==> src/include/rfi_regs.vh <==
// register offsets, field positions and reset values of the radio interrupt and data port
`ifndef RFI_REGS_VH
`define RFI_REGS_VH

// ----------------------------------------
// special-function register offsets
// ----------------------------------------
`define RFI_ADDR_EVENT_MASK  8'h91
`define RFI_ADDR_EVENT_FLAGS 8'hE9
`define RFI_ADDR_DATA_PORT   8'hD9
`define RFI_ADDR_STROBE      8'hE1

// ----------------------------------------
// event bit positions
// ----------------------------------------
`define RFI_BIT_SYNC_DETECT      0
`define RFI_BIT_CLEAR_CHANNEL    1
`define RFI_BIT_PREAMBLE_QUALITY 2
`define RFI_BIT_CARRIER_SENSE    3
`define RFI_BIT_PACKET_DONE      4
`define RFI_BIT_RX_TIMEOUT       5
`define RFI_NUM_EVENTS           6

// ----------------------------------------
// reset values and codes
// ----------------------------------------
`define RFI_RST_EVENT_MASK  6'h00
`define RFI_RST_EVENT_FLAGS 6'h00
`define RFI_STROBE_TX       8'h03
`define RFI_FIFO_WIDTH      8
`define RFI_FIFO_DEPTH      16
`define RFI_FIFO_AW         4

`endif

==> src/hw/rfi_core.v <==
// radio interrupt aggregation, event flags and mask, and byte data port
`include "rfi_regs.vh"
`default_nettype none

// Notes on behaviour
// - two cpu requests: data transfer on vector 0, radio events on vector 12.
// - data request when rx byte waiting or tx port can take next byte.
// - event flags set only on rising edge of their source.
// - combined radio request also goes out as timer 1 capture trigger.
// - data request gated by its enable; radio request by main radio enable.
// - pending flags held for data request and for combined radio request.
// - combined request built from six sources, each with flag and mask bit.
// - flags update regardless of mask; mask only gates combined request.
// - radio request needs flagged, masked-in source and main enable.
// - flag bits 5..0 timeout, done, cs, pqt, cca, sync; 7:6 read zero.
// - flags reset to 0; writing 0 clears, writing 1 leaves unchanged.
// - mask uses same bit positions, 1 enables, resets 0, 7:6 zero.
// - packet-done flag also set on data path underflow or overflow.
// - data register write sends a tx byte, read returns next rx byte.
// - strobe 0x03 while idle starts transmission, calibrating first if enabled.
module rfi_core (
	// clock and reset
	input  wire       clock,
	input  wire       srst,
	// special-function register access
	input  wire [7:0] sfr_addr,
	input  wire       sfr_wr,
	input  wire       sfr_rd,
	input  wire [7:0] sfr_wdata,
	output reg  [7:0] sfr_rdata,
	// cpu interrupt enables and pending-flag clears
	input  wire       data_xfer_irq_enable,
	input  wire       radio_irq_main_enable,
	input  wire       data_xfer_pending_clr,
	input  wire       radio_main_pending_clr,
	// radio event source levels
	input  wire       ev_rx_timeout,
	input  wire       ev_packet_done,
	input  wire       ev_carrier_sense,
	input  wire       ev_preamble_quality,
	input  wire       ev_clear_channel,
	input  wire       ev_sync_detect,
	// radio state and calibration option
	input  wire       radio_idle,
	input  wire       auto_cal_enable,
	// transmit byte stream toward the modulator
	output reg        tx_valid,
	input  wire       tx_ready,
	output reg  [7:0] tx_data,
	// receive byte stream from the demodulator
	input  wire       rx_valid,
	output wire       rx_ready,
	input  wire [7:0] rx_data,
	// radio control
	output reg        tx_start,
	output reg        cal_start,
	// interrupt and trigger outputs
	output reg        data_xfer_pending,
	output reg        radio_main_pending,
	output reg        data_xfer_irq,
	output reg        radio_irq,
	output reg        timer1_capture
);

	// ----------------------------------------
	// registers and event sampling
	// ----------------------------------------
	reg  [5:0] radio_event_flags;
	reg  [5:0] radio_event_mask;
	reg  [5:0] ev_prev;
	reg  [7:0] rx_byte;
	reg        rx_full;
	reg        rx_overflow;
	reg        tx_underflow;
	reg        tx_active;
	reg        rx_accept;

	wire [5:0] ev_now;
	wire [5:0] ev_rise;
	wire [5:0] next_flags;
	wire       wr_flags;
	wire       wr_mask;
	wire       wr_data;
	wire       rd_data;
	wire       wr_strobe;
	wire       fifo_in_ready;
	wire       fifo_out_valid;
	wire [7:0] fifo_out_data;
	wire       data_req;
	wire       radio_req;

	assign ev_now = {ev_rx_timeout, ev_packet_done | rx_overflow | tx_underflow, ev_carrier_sense,
		ev_preamble_quality, ev_clear_channel, ev_sync_detect};
	assign ev_rise = ev_now & ~ev_prev;

	assign wr_flags  = sfr_wr && (sfr_addr == `RFI_ADDR_EVENT_FLAGS);
	assign wr_mask   = sfr_wr && (sfr_addr == `RFI_ADDR_EVENT_MASK);
	assign wr_data   = sfr_wr && (sfr_addr == `RFI_ADDR_DATA_PORT);
	assign rd_data   = sfr_rd && (sfr_addr == `RFI_ADDR_DATA_PORT);
	assign wr_strobe = sfr_wr && (sfr_addr == `RFI_ADDR_STROBE);

	assign next_flags = (wr_flags ? (radio_event_flags & sfr_wdata[5:0]) : radio_event_flags) | ev_rise;

	always @(posedge clock) begin
		if (srst) begin
			ev_prev           <= 6'h00;
			radio_event_flags <= `RFI_RST_EVENT_FLAGS;
			radio_event_mask  <= `RFI_RST_EVENT_MASK;
		end else begin
			ev_prev           <= ev_now;
			radio_event_flags <= next_flags;
			if (wr_mask) begin
				radio_event_mask <= sfr_wdata[5:0];
			end
		end
	end

	// ----------------------------------------
	// register read
	// ----------------------------------------
	always @(posedge clock) begin
		if (srst) begin
			sfr_rdata <= 8'h00;
		end else if (sfr_rd) begin
			if (sfr_addr == `RFI_ADDR_EVENT_FLAGS) begin
				sfr_rdata <= {2'b00, radio_event_flags};
			end else if (sfr_addr == `RFI_ADDR_EVENT_MASK) begin
				sfr_rdata <= {2'b00, radio_event_mask};
			end else if (sfr_addr == `RFI_ADDR_DATA_PORT) begin
				sfr_rdata <= rx_byte;
			end else begin
				sfr_rdata <= 8'h00;
			end
		end
	end

	// ----------------------------------------
	// transmit path through the fifo
	// ----------------------------------------
	// write hands a tx byte
	rfi_fifo #(
		.WIDTH (`RFI_FIFO_WIDTH),
		.DEPTH (`RFI_FIFO_DEPTH),
		.AW    (`RFI_FIFO_AW)
	) u_tx_fifo (
		.clock     (clock),
		.srst      (srst),
		.in_valid  (wr_data),
		.in_ready  (fifo_in_ready),
		.in_data   (sfr_wdata),
		.out_valid (fifo_out_valid),
		.out_ready (!tx_valid || tx_ready),
		.out_data  (fifo_out_data)
	);

	// output stage keeps tx_data registered
	always @(posedge clock) begin
		if (srst) begin
			tx_valid <= 1'b0;
			tx_data  <= 8'h00;
		end else if (!tx_valid || tx_ready) begin
			tx_valid <= fifo_out_valid;
			if (fifo_out_valid) begin
				tx_data <= fifo_out_data;
			end
		end
	end

	// ----------------------------------------
	// strobes and receive byte holding
	// ----------------------------------------
	// rx byte waits in one holder; a new one while full is an overflow
	// never stalls the demodulator; a lost byte is reported as overflow instead
	assign rx_ready = rx_accept;

	always @(posedge clock) begin
		if (srst) begin
			tx_start     <= 1'b0;
			cal_start    <= 1'b0;
			tx_active    <= 1'b0;
			rx_accept    <= 1'b0;
			rx_byte      <= 8'h00;
			rx_full      <= 1'b0;
			rx_overflow  <= 1'b0;
			tx_underflow <= 1'b0;
		end else begin
			rx_accept <= 1'b1;
			tx_start  <= wr_strobe && (sfr_wdata == `RFI_STROBE_TX) && radio_idle;
			cal_start <= wr_strobe && (sfr_wdata == `RFI_STROBE_TX) && radio_idle && auto_cal_enable;
			if (wr_strobe && (sfr_wdata == `RFI_STROBE_TX) && radio_idle) begin
				tx_active <= 1'b1;
			end else if (ev_packet_done) begin
				tx_active <= 1'b0;
			end
			if (rx_valid) begin
				rx_byte <= rx_data;
			end
			if (rx_valid) begin
				rx_full <= 1'b1;
			end else if (rd_data) begin
				rx_full <= 1'b0;
			end
			rx_overflow  <= rx_valid && rx_full && !rd_data;
			tx_underflow <= tx_active && tx_ready && !tx_valid && !fifo_out_valid && !ev_packet_done;
		end
	end

	// ----------------------------------------
	// interrupt requests
	// ----------------------------------------
	// rx waiting or tx space
	// the start strobe asks for the first byte, or a polled sender would wait forever
	assign data_req = (rx_valid && !rx_full) || tx_start
		|| (tx_active && tx_valid && tx_ready && fifo_in_ready);
	assign radio_req = |(radio_event_flags & radio_event_mask);

	always @(posedge clock) begin
		if (srst) begin
			data_xfer_pending  <= 1'b0;
			radio_main_pending <= 1'b0;
			data_xfer_irq      <= 1'b0;
			radio_irq          <= 1'b0;
			timer1_capture     <= 1'b0;
		end else begin
			if (data_req) begin
				data_xfer_pending <= 1'b1;
			end else if (data_xfer_pending_clr) begin
				data_xfer_pending <= 1'b0;
			end
			// stays set while any masked-in flag remains
			if (radio_req) begin
				radio_main_pending <= 1'b1;
			end else if (radio_main_pending_clr) begin
				radio_main_pending <= 1'b0;
			end
			data_xfer_irq  <= (data_xfer_pending || data_req) && data_xfer_irq_enable;
			radio_irq      <= (radio_main_pending || radio_req) && radio_irq_main_enable;
			timer1_capture <= radio_req && radio_irq_main_enable;
		end
	end

endmodule

`default_nettype wire

==> src/hw/rfi_fifo.v <==
// small flip-flop fifo with valid and ready on both sides
`default_nettype none

module rfi_fifo #(
	parameter WIDTH = 8,
	parameter DEPTH = 16,
	parameter AW    = 4
) (
	// clock and reset
	input  wire             clock,
	input  wire             srst,
	// write side
	input  wire             in_valid,
	output wire             in_ready,
	input  wire [WIDTH-1:0] in_data,
	// read side
	output wire             out_valid,
	input  wire             out_ready,
	output wire [WIDTH-1:0] out_data
);

	reg [WIDTH-1:0] mem [0:DEPTH-1];
	reg [AW-1:0]    wr_ptr;
	reg [AW-1:0]    rd_ptr;
	reg [AW:0]      count;

	wire do_wr;
	wire do_rd;

	assign in_ready  = (count != DEPTH[AW:0]);
	assign out_valid = (count != {(AW+1){1'b0}});
	assign out_data  = mem[rd_ptr];
	assign do_wr     = in_valid && in_ready;
	assign do_rd     = out_valid && out_ready;

	always @(posedge clock) begin
		if (do_wr) begin
			mem[wr_ptr] <= in_data;
		end
	end

	always @(posedge clock) begin
		if (srst) begin
			wr_ptr <= {AW{1'b0}};
			rd_ptr <= {AW{1'b0}};
			count  <= {(AW+1){1'b0}};
		end else begin
			if (do_wr) begin
				wr_ptr <= wr_ptr + 1'b1;
			end
			if (do_rd) begin
				rd_ptr <= rd_ptr + 1'b1;
			end
			if (do_wr && !do_rd) begin
				count <= count + 1'b1;
			end else if (do_rd && !do_wr) begin
				count <= count - 1'b1;
			end
		end
	end

endmodule

`default_nettype wire

==> config.mk <==
export PLATFORM = sky130hd
export DESIGN_NAME = rfi_core
export DESIGN_NICKNAME = d
export VERILOG_FILES = /design/src/hw/rfi_core.v /design/src/hw/rfi_fifo.v
export VERILOG_INCLUDE_DIRS = /design/src /design/src/include
export SDC_FILE = /design/constraint.sdc
export NUM_CORES = 1
export LEC_CHECK = 0
export ABC_CLOCK_PERIOD_IN_PS = 2800
export BUFFER_PORTS_ARGS = -buffer_cell sky130_fd_sc_hd__buf_2
export CORE_MARGIN = 4
export CORE_UTILIZATION = 35
export CTS_CLUSTER_SIZE = 16
export DETAILED_ROUTE_END_ITERATION = 12
export GPL_TIMING_DRIVEN = 0
export MAX_ROUTING_LAYER = met4
export PLACE_DENSITY = 0.49
export SYNTH_ARGS = -nofsm -noshare
export SYNTH_HDL_FRONTEND = slang
export SYNTH_HIERARCHICAL = 1
export SYNTH_SLANG_ARGS = --single-unit
==> constraint.sdc <==
create_clock -name clock -period 2.8 [get_ports clock]
set_input_delay 0.28 -clock clock [delete_from_list [all_inputs] [get_ports clock]]
set_output_delay 0.28 -clock clock [all_outputs]
set_load 0.01 [all_outputs]
==> results.json, run 1 <==
{
  "dr.pass1.iters": 5,
  "crit_start": "u_tx_fifo/count[3]",
  "ant_nets": 0,
  "period_share_pct": 95.7,
  "crit_arrival_ns": 2.99,
  "via_per_inst": 5.21,
  "path_class": "reg2reg",
  "cts.path.max_buffers": 2,
  "wl_per_cell_um": 21.0,
  "layout_min_cycle_time_ns": 2.68,
  "tightestPinTransition_ns": 1.27,
  "place_inst": 875,
  "drv_slew": 0,
  "htree_levels": 4,
  "cp-end-kind": "flip-flop",
  "p_leak_nw": 3.29,
  "yosysWarnings": 6,
  "slowest_delay_ns": 0.59,
  "cp-start-kind": "flip-flop",
  "r2r_start": "u_tx_fifo/count[3]",
  "syn_inst": 531,
  "grt_usage_pct": 16.0,
  "ys.flop_type": "edfxtp_1",
  "hold_ws_ns": 0.0548,
  "synth.avg_cell_area_um2": 14.9,
  "cpMaxStageDelayCell": "or4_4",
  "grt_max_degree": 20,
  "syn_nets": 583,
  "crit_fanout": 5,
  "post-dp-hpwl_um": 13400,
  "internal_power_mw": 5.34,
  "globalplace.congestion": 0.838,
  "yosysTopAreaCell": "edfxtp_1",
  "setup_viol": 0,
  "vdd_ir_drop_max_mv": 0.407,
  "min_from": "auto_cal_enable",
  "nNetsFinal": 668,
  "synth_top_area_share_pct": 48.7,
  "relSlewSlack_pct": 14.7,
  "initial_utilization_pct": 35.8,
  "clkPwrFrac_pct": 30.5,
  "syn-cell-area_um2": 7890,
  "ios": 67,
  "synth_commonest_cells": "edfxtp_1 (128), dfxtp_1 (72), nor2_1 (51), mux4_2 (32), nand2_1 (28)",
  "cts_buffers": 17,
  "finalHoldViolCount": 0,
  "maxCapViolCount": 0,
  "crit_required_ns": 3.12,
  "routed_wl_um": 19100,
  "seqPwrFrac_pct": 45.5,
  "grt_pass1_vias": 4763,
  "clock_sink_count": 200,
  "syn2layout_area_growth_pct": 16.5,
  "fin_skew_ns": 0.00993,
  "drt_iter0_markers": 283,
  "grt_overflow": 0,
  "crit_chain": "or4_4, o21ai_4, ha_2, inv_2, fa_2, nand3_1, a211oi_1, a31oi_1, mux2_2",
  "run_status": "finished, final reports clean",
  "drive_above_1_share_pct": 25.4,
  "pwr-share-comb_pct": 24.0,
  "rsz0062_at_grt": "no",
  "cts_tree": "yes",
  "switching_share_pct": 29.1,
  "synth_edf_count": 128,
  "die_area_um2": 25000,
  "coreArea_um2": 22000,
  "cts_root_buf": "clkbuf_16",
  "antenna_found_initial": 0,
  "fp-row-count": 54,
  "die_h_um": 158,
  "async_flop_share_pct": 0,
  "antennaDiodeCount": 0,
  "ys_seq_elements": 200,
  "dr_total_vias": 4739,
  "seq_area_frac_synth_pct": 67.0,
  "clk_pin_slew_ns": 0.06,
  "switching_power_mw": 2.19,
  "layout.cells.non_filler": 909,
  "ctsHoldBuffers": 0,
  "synthMostInstantiatedCell": "edfxtp_1",
  "synth_area_leaders": "edfxtp_1 (49%), dfxtp_1 (18%), mux4_2 (9.1%)",
  "fmax_mhz": 373,
  "clock_latency_ns": 0.43,
  "synth.distinct_cells": 53,
  "r2r_slack_ns": 0.12,
  "post-route-drc-count": 0,
  "fp.dieW_um": 158,
  "p_per_area_nw_per_um2": 818,
  "io_buffers": 64,
  "hp-class": "in2reg",
  "grt_pass1_wl_um": 28400
}
## final timing paths
| kind | end | cells past startpoint |
|---|---|---|
| setup / recovery | u_tx_fifo/count[4] | 9 |
| hold / removal | cal_start | 2 |
| setup reg to reg | u_tx_fifo/count[4] | 9 |
| hold reg to reg | radio_event_flags[4] | 1 |
## power groups by stage
stage	Clock, mW	Combinational, mW	Sequential (mW)
after floorplan	0	1.19	3.46
after detailed placement	0	1.75	3.47
after global routing	2.49	1.97	3.44
after CTS	2.36	1.77	3.41
after global placement	0	1.72	3.46
final	2.30	1.81	3.42
## stage by stage
step / TNS (ns) / area (um^2) / total power, mW / worst slack, ns / utilization, %
2_1_floorplan: 0 / 7890 / 4.65 / 0.126 / -
3_3_place_gp: -10.24 / 8560 / 5.18 / -0.413 / 38.9
3_5_place_dp: -11.94 / 8560 / 5.22 / -0.441 / 38.9
4_1_cts: 0 / 9120 / 7.53 / 0.00758 / 41.4
5_1_grt: 0 / 9200 / 7.91 / 0.00304 / 41.8
6_report: 0 / 9200 / 7.53 / 0.121 / 41.8
## area by class of cell
class                   instances  area, um^2
fillers                      2028       12800
flip-flops and latches        200        5290
multi-input cells             294        2480
clock buffers                  23         489
well taps                     280         350
repair buffers                 66         335
plain buffers                  29         158
clock inverters                 9        65.1
inverters                       8        30.0
## cells by family after synthesis
group / Yosys count / synth area share (%)
and+or+nand+nor: 148 / 9.73
buffers and inverters: 37 / 2.36
adders and majority gates: 10 / 1.68
muxes: 50 / 11.4
DFF: 200 / 67.0
AOI/OAI and AO/OA: 78 / 6.94
xor gates and xnor gates: 8 / 0.888
## worst max-delay path, delay by kind of cell (launching register included)
kind            cells  cell delay [ns]
mux                 1             0.35
fa+ha+maj           2             0.58
buf+inv             1             0.08
simple gates        2             0.71
compound gates      3             0.48
flops               1             0.36
## state kept, by name, indices dropped and copies added (netlist names), 4 cells and up, named ones only
signal and cells:
ev_prev 6, u_tx_fifo/mem 128, sfr_rdata 8, rx_byte 8
radio_event_mask 6, radio_event_flags 6, u_tx_fifo/wr_ptr 4, u_tx_fifo/rd_ptr 4
u_tx_fifo/count 5, tx_data 8
## layout by cell type, fill, tap and decap left out, drive strengths merged, types with 9 or more instances in the layout
cell type / instances
buf: 83
ha: 9
nand2b: 16
edfxtp: 128
nor2: 51
a21oi: 22
mux2i: 17
a22oi: 25
dfxtp: 72
mux4: 32
clkbuf: 35
nand3: 13
nand2: 28
inv: 12
## timing repair
| action | CTS | global route |
|---|---|---|
| resized for setup | 1 | 11 |
| buffers inserted | 0 | 2 |
| gates cloned | 0 | 0 |
| setup endpoints to repair | 2 | 10 |
| pin swaps | 1 | 1 |
## per-layer routing
layer	part of all wire (%)	up-vias	GRT usage, %
li1	-	2182	-
met4	1.5	0	4.43
met2	48	98	24.5
met3	3.2	25	2.82
met5	0	-	-
met1	47	2434	22.2
Power figures use the tool's default switching activity.
==> inputs of run 2 (changes only) <==
Settings changed: ABC_AREA set to 1, ABC_CLOCK_PERIOD_IN_PS 2800 to 3300, PLACE_DENSITY 0.49 to 0.47.
Clock period 2.8 ns to 3.3 ns, I/O delays scaled along.
==> results.json, run 2 <==
{
  "syn_inst": 950,
  "fp.dieW_um": 165,
  "worst_hold_path.num_cells": 3,
  "yosysTopAreaCell": "edfxtp_1",
  "layout_min_cycle_time_ns": 2.41,
  "die_area_um2": 27300,
  "async_flop_share_pct": 0,
  "switching_power_mw": 2.37,
  "cp-end-kind": "flip-flop",
  "ant_nets": 0,
  "cp-start-kind": "flip-flop",
  "pwr-share-comb_pct": 27.4,
  "crit_chain": "nor2_1, nand3_2, nand2_1, inv_2, ha_1, inv_1, ha_1, or2_2, nand3_1, nand2_1, o21ai_0, inv_1",
  "grt_overflow": 0,
  "synth.avg_cell_area_um2": 9.11,
  "post-cts-setup-buffer-count": 0,
  "cts_tree": "yes",
  "wl_per_cell_um": 16.4,
  "cts_root_buf": "clkbuf_16",
  "ys.flop_type": "edfxtp_1",
  "routed_wl_um": 22500,
  "grt_max_degree": 21,
  "clk_pin_slew_ns": 0.08,
  "htree_levels": 4,
  "seq_area_frac_synth_pct": 61.0,
  "die_h_um": 165,
  "cpMaxStageDelayCell": "dfxtp_1",
  "via_per_inst": 4.59,
  "r2r_cells": 12,
  "clock_latency_ns": 0.44,
  "dr_total_vias": 6304,
  "io_buffers": 66,
  "final_common_cell": "nand2_1",
  "hp-class": "in2reg",
  "setup_viol": 0,
  "r2r_slack_ns": 0.89,
  "synth_edf_count": 128,
  "finalHoldViolCount": 0,
  "ys_seq_elements": 200,
  "globalplace.congestion": 0.885,
  "synth_commonest_cells": "nand2_1 (238), inv_1 (154), edfxtp_1 (128), nand3_1 (118), nor2_1 (89)",
  "maxCapViolCount": 0,
  "syn2layout_area_growth_pct": 15.4,
  "clock_sink_count": 200,
  "hold_end": "cal_start",
  "crit_fanout": 7,
  "min_from": "auto_cal_enable",
  "p_leak_nw": 4.40,
  "period_share_pct": 73.1,
  "fmax_mhz": 415,
  "coreArea_um2": 24300,
  "power.total_mw": 6.82,
  "dr.pass1.iters": 5,
  "run_status": "finished, final reports clean",
  "relSlewSlack_pct": 37.2,
  "rsz0062_at_grt": "no",
  "ctsHoldBuffers": 0,
  "ios": 67,
  "syn_nets": 1002,
  "cts.path.max_buffers": 2,
  "grt_usage_pct": 17.5,
  "drt_iter0_markers": 444,
  "r2r_end": "u_tx_fifo/count[4]",
  "vdd_ir_drop_max_mv": 0.282,
  "synthMostInstantiatedCell": "nand2_1",
  "post-route-drc-count": 0,
  "cts_buffers": 17,
  "syn-cell-area_um2": 8660,
  "initial_utilization_pct": 35.6,
  "drv_slew": 0,
  "layout_common_cells": "nand2_1 (238), inv_1 (154), edfxtp_1 (128)",
  "synth_top_area_share_pct": 44.4,
  "synth.distinct_cells": 34,
  "grt_pass1_vias": 5996,
  "p_per_area_nw_per_um2": 683,
  "nNetsFinal": 1087,
  "internal_power_mw": 4.45,
  "largest-register": "u_tx_fifo/mem",
  "slowest_delay_ns": 0.36,
  "post-dp-hpwl_um": 15500,
  "switching_share_pct": 34.7,
  "crit_arrival_ns": 2.74,
  "fin_skew_ns": 0.0133,
  "synth_area_leaders": "edfxtp_1 (44%), dfxtp_1 (17%), nand2_1 (10%)",
  "crit_required_ns": 3.63,
  "grt_pass1_wl_um": 34700,
  "largest_register_ff_count": 128,
  "yosysWarnings": 6,
  "fp-row-count": 57,
  "clkPwrFrac_pct": 30.6,
  "r2r_start": "u_tx_fifo/count[1]",
  "seqPwrFrac_pct": 42.0,
  "path_class": "reg2reg",
  "tns_ns": 0,
  "drive_above_1_share_pct": 14.0,
  "antenna_found_initial": 1,
  "cts_resized": 0,
  "tightestPinTransition_ns": 0.938
}
==> run 2: per-layer routing <==
layer	global-route usage, %	wire length (um)	up-vias
met1	23.7	10900	2931
met2	27.2	10300	143
met4	5.03	422	0
met5	-	0	-
met3	3.20	973	28
li1	-	-	3202
==> run 2: logic make-up after synthesis <==
logic type | count (synthesis) | share of synthesized area, %
simple gates | 470 | 23.1
flops | 200 | 61.0
fa+ha+maj | 10 | 1.53
buf+inv | 194 | 9.44
compound gates | 73 | 4.54
xor+xnor | 3 | 0.304
==> run 2: cell type report <==
| cell class | instances | area, um^2 |
|---|---|---|
| Inverter | 161 | 604 |
| Antenna cell | 1 | 2.50 |
| Tap cell | 324 | 405 |
| Multi-Input combinational cell | 556 | 2550 |
| Fill cell | 2494 | 14300 |
| Clock buffer | 18 | 429 |
| Timing Repair Buffer | 66 | 330 |
| Buffer | 33 | 213 |
| Sequential cell | 200 | 5290 |
| Clock inverter | 14 | 163 |
==> run 2: worst max path at each step <==
stage,from,end,slack [ns]
2_1_floorplan,sfr_addr[1],u_tx_fifo/count[4],0.97
3_3_place_gp,sfr_addr[1],u_tx_fifo/count[4],0.46
3_5_place_dp,sfr_addr[1],u_tx_fifo/count[4],0.43
4_1_cts,u_tx_fifo/count[1],u_tx_fifo/count[4],0.86
5_1_grt,sfr_addr[2],u_tx_fifo/count[4],0.72
6_report,u_tx_fifo/count[1],u_tx_fifo/count[4],0.89
==> run 2: power by group through the flow <==
stage	sequential [mW]	combinational [mW]	clock, mW
floorplan	2.93	1.16	0
global placement	2.92	1.85	0
detailed placement	2.92	1.85	0
CTS	2.87	1.86	2.15
global route	2.88	2.07	2.25
finish	2.87	1.86	2.09
==> run 2: critical path, delay by kind of cell (launching register included) <==
kind / cells / cell delay (ns)
AO/OA/AOI/OAI: 1 / 0.15
flip-flops: 1 / 0.36
buffers and inverters: 3 / 0.32
adder cells (fa/ha/maj): 2 / 0.51
AND/OR/NAND/NOR: 6 / 0.98
==> run 2: per-stage QoR <==
stage / utilization (%) / worst slack [ns] / instance area [um^2] / cells / hold slack, ns
global route: 41.1 / 0.716 / 9990 / 1373 / 0.105
finish: 41.1 / 0.888 / 9990 / 1373 / 0.0958
detailed placement: 38.6 / 0.425 / 9390 / 1340 / 0.406
floorplan: - / 0.967 / 8660 / 950 / 0.399
global placement: 38.6 / 0.456 / 9390 / 1340 / 0.404
CTS: 41.1 / 0.863 / 9980 / 1372 / 0.0770
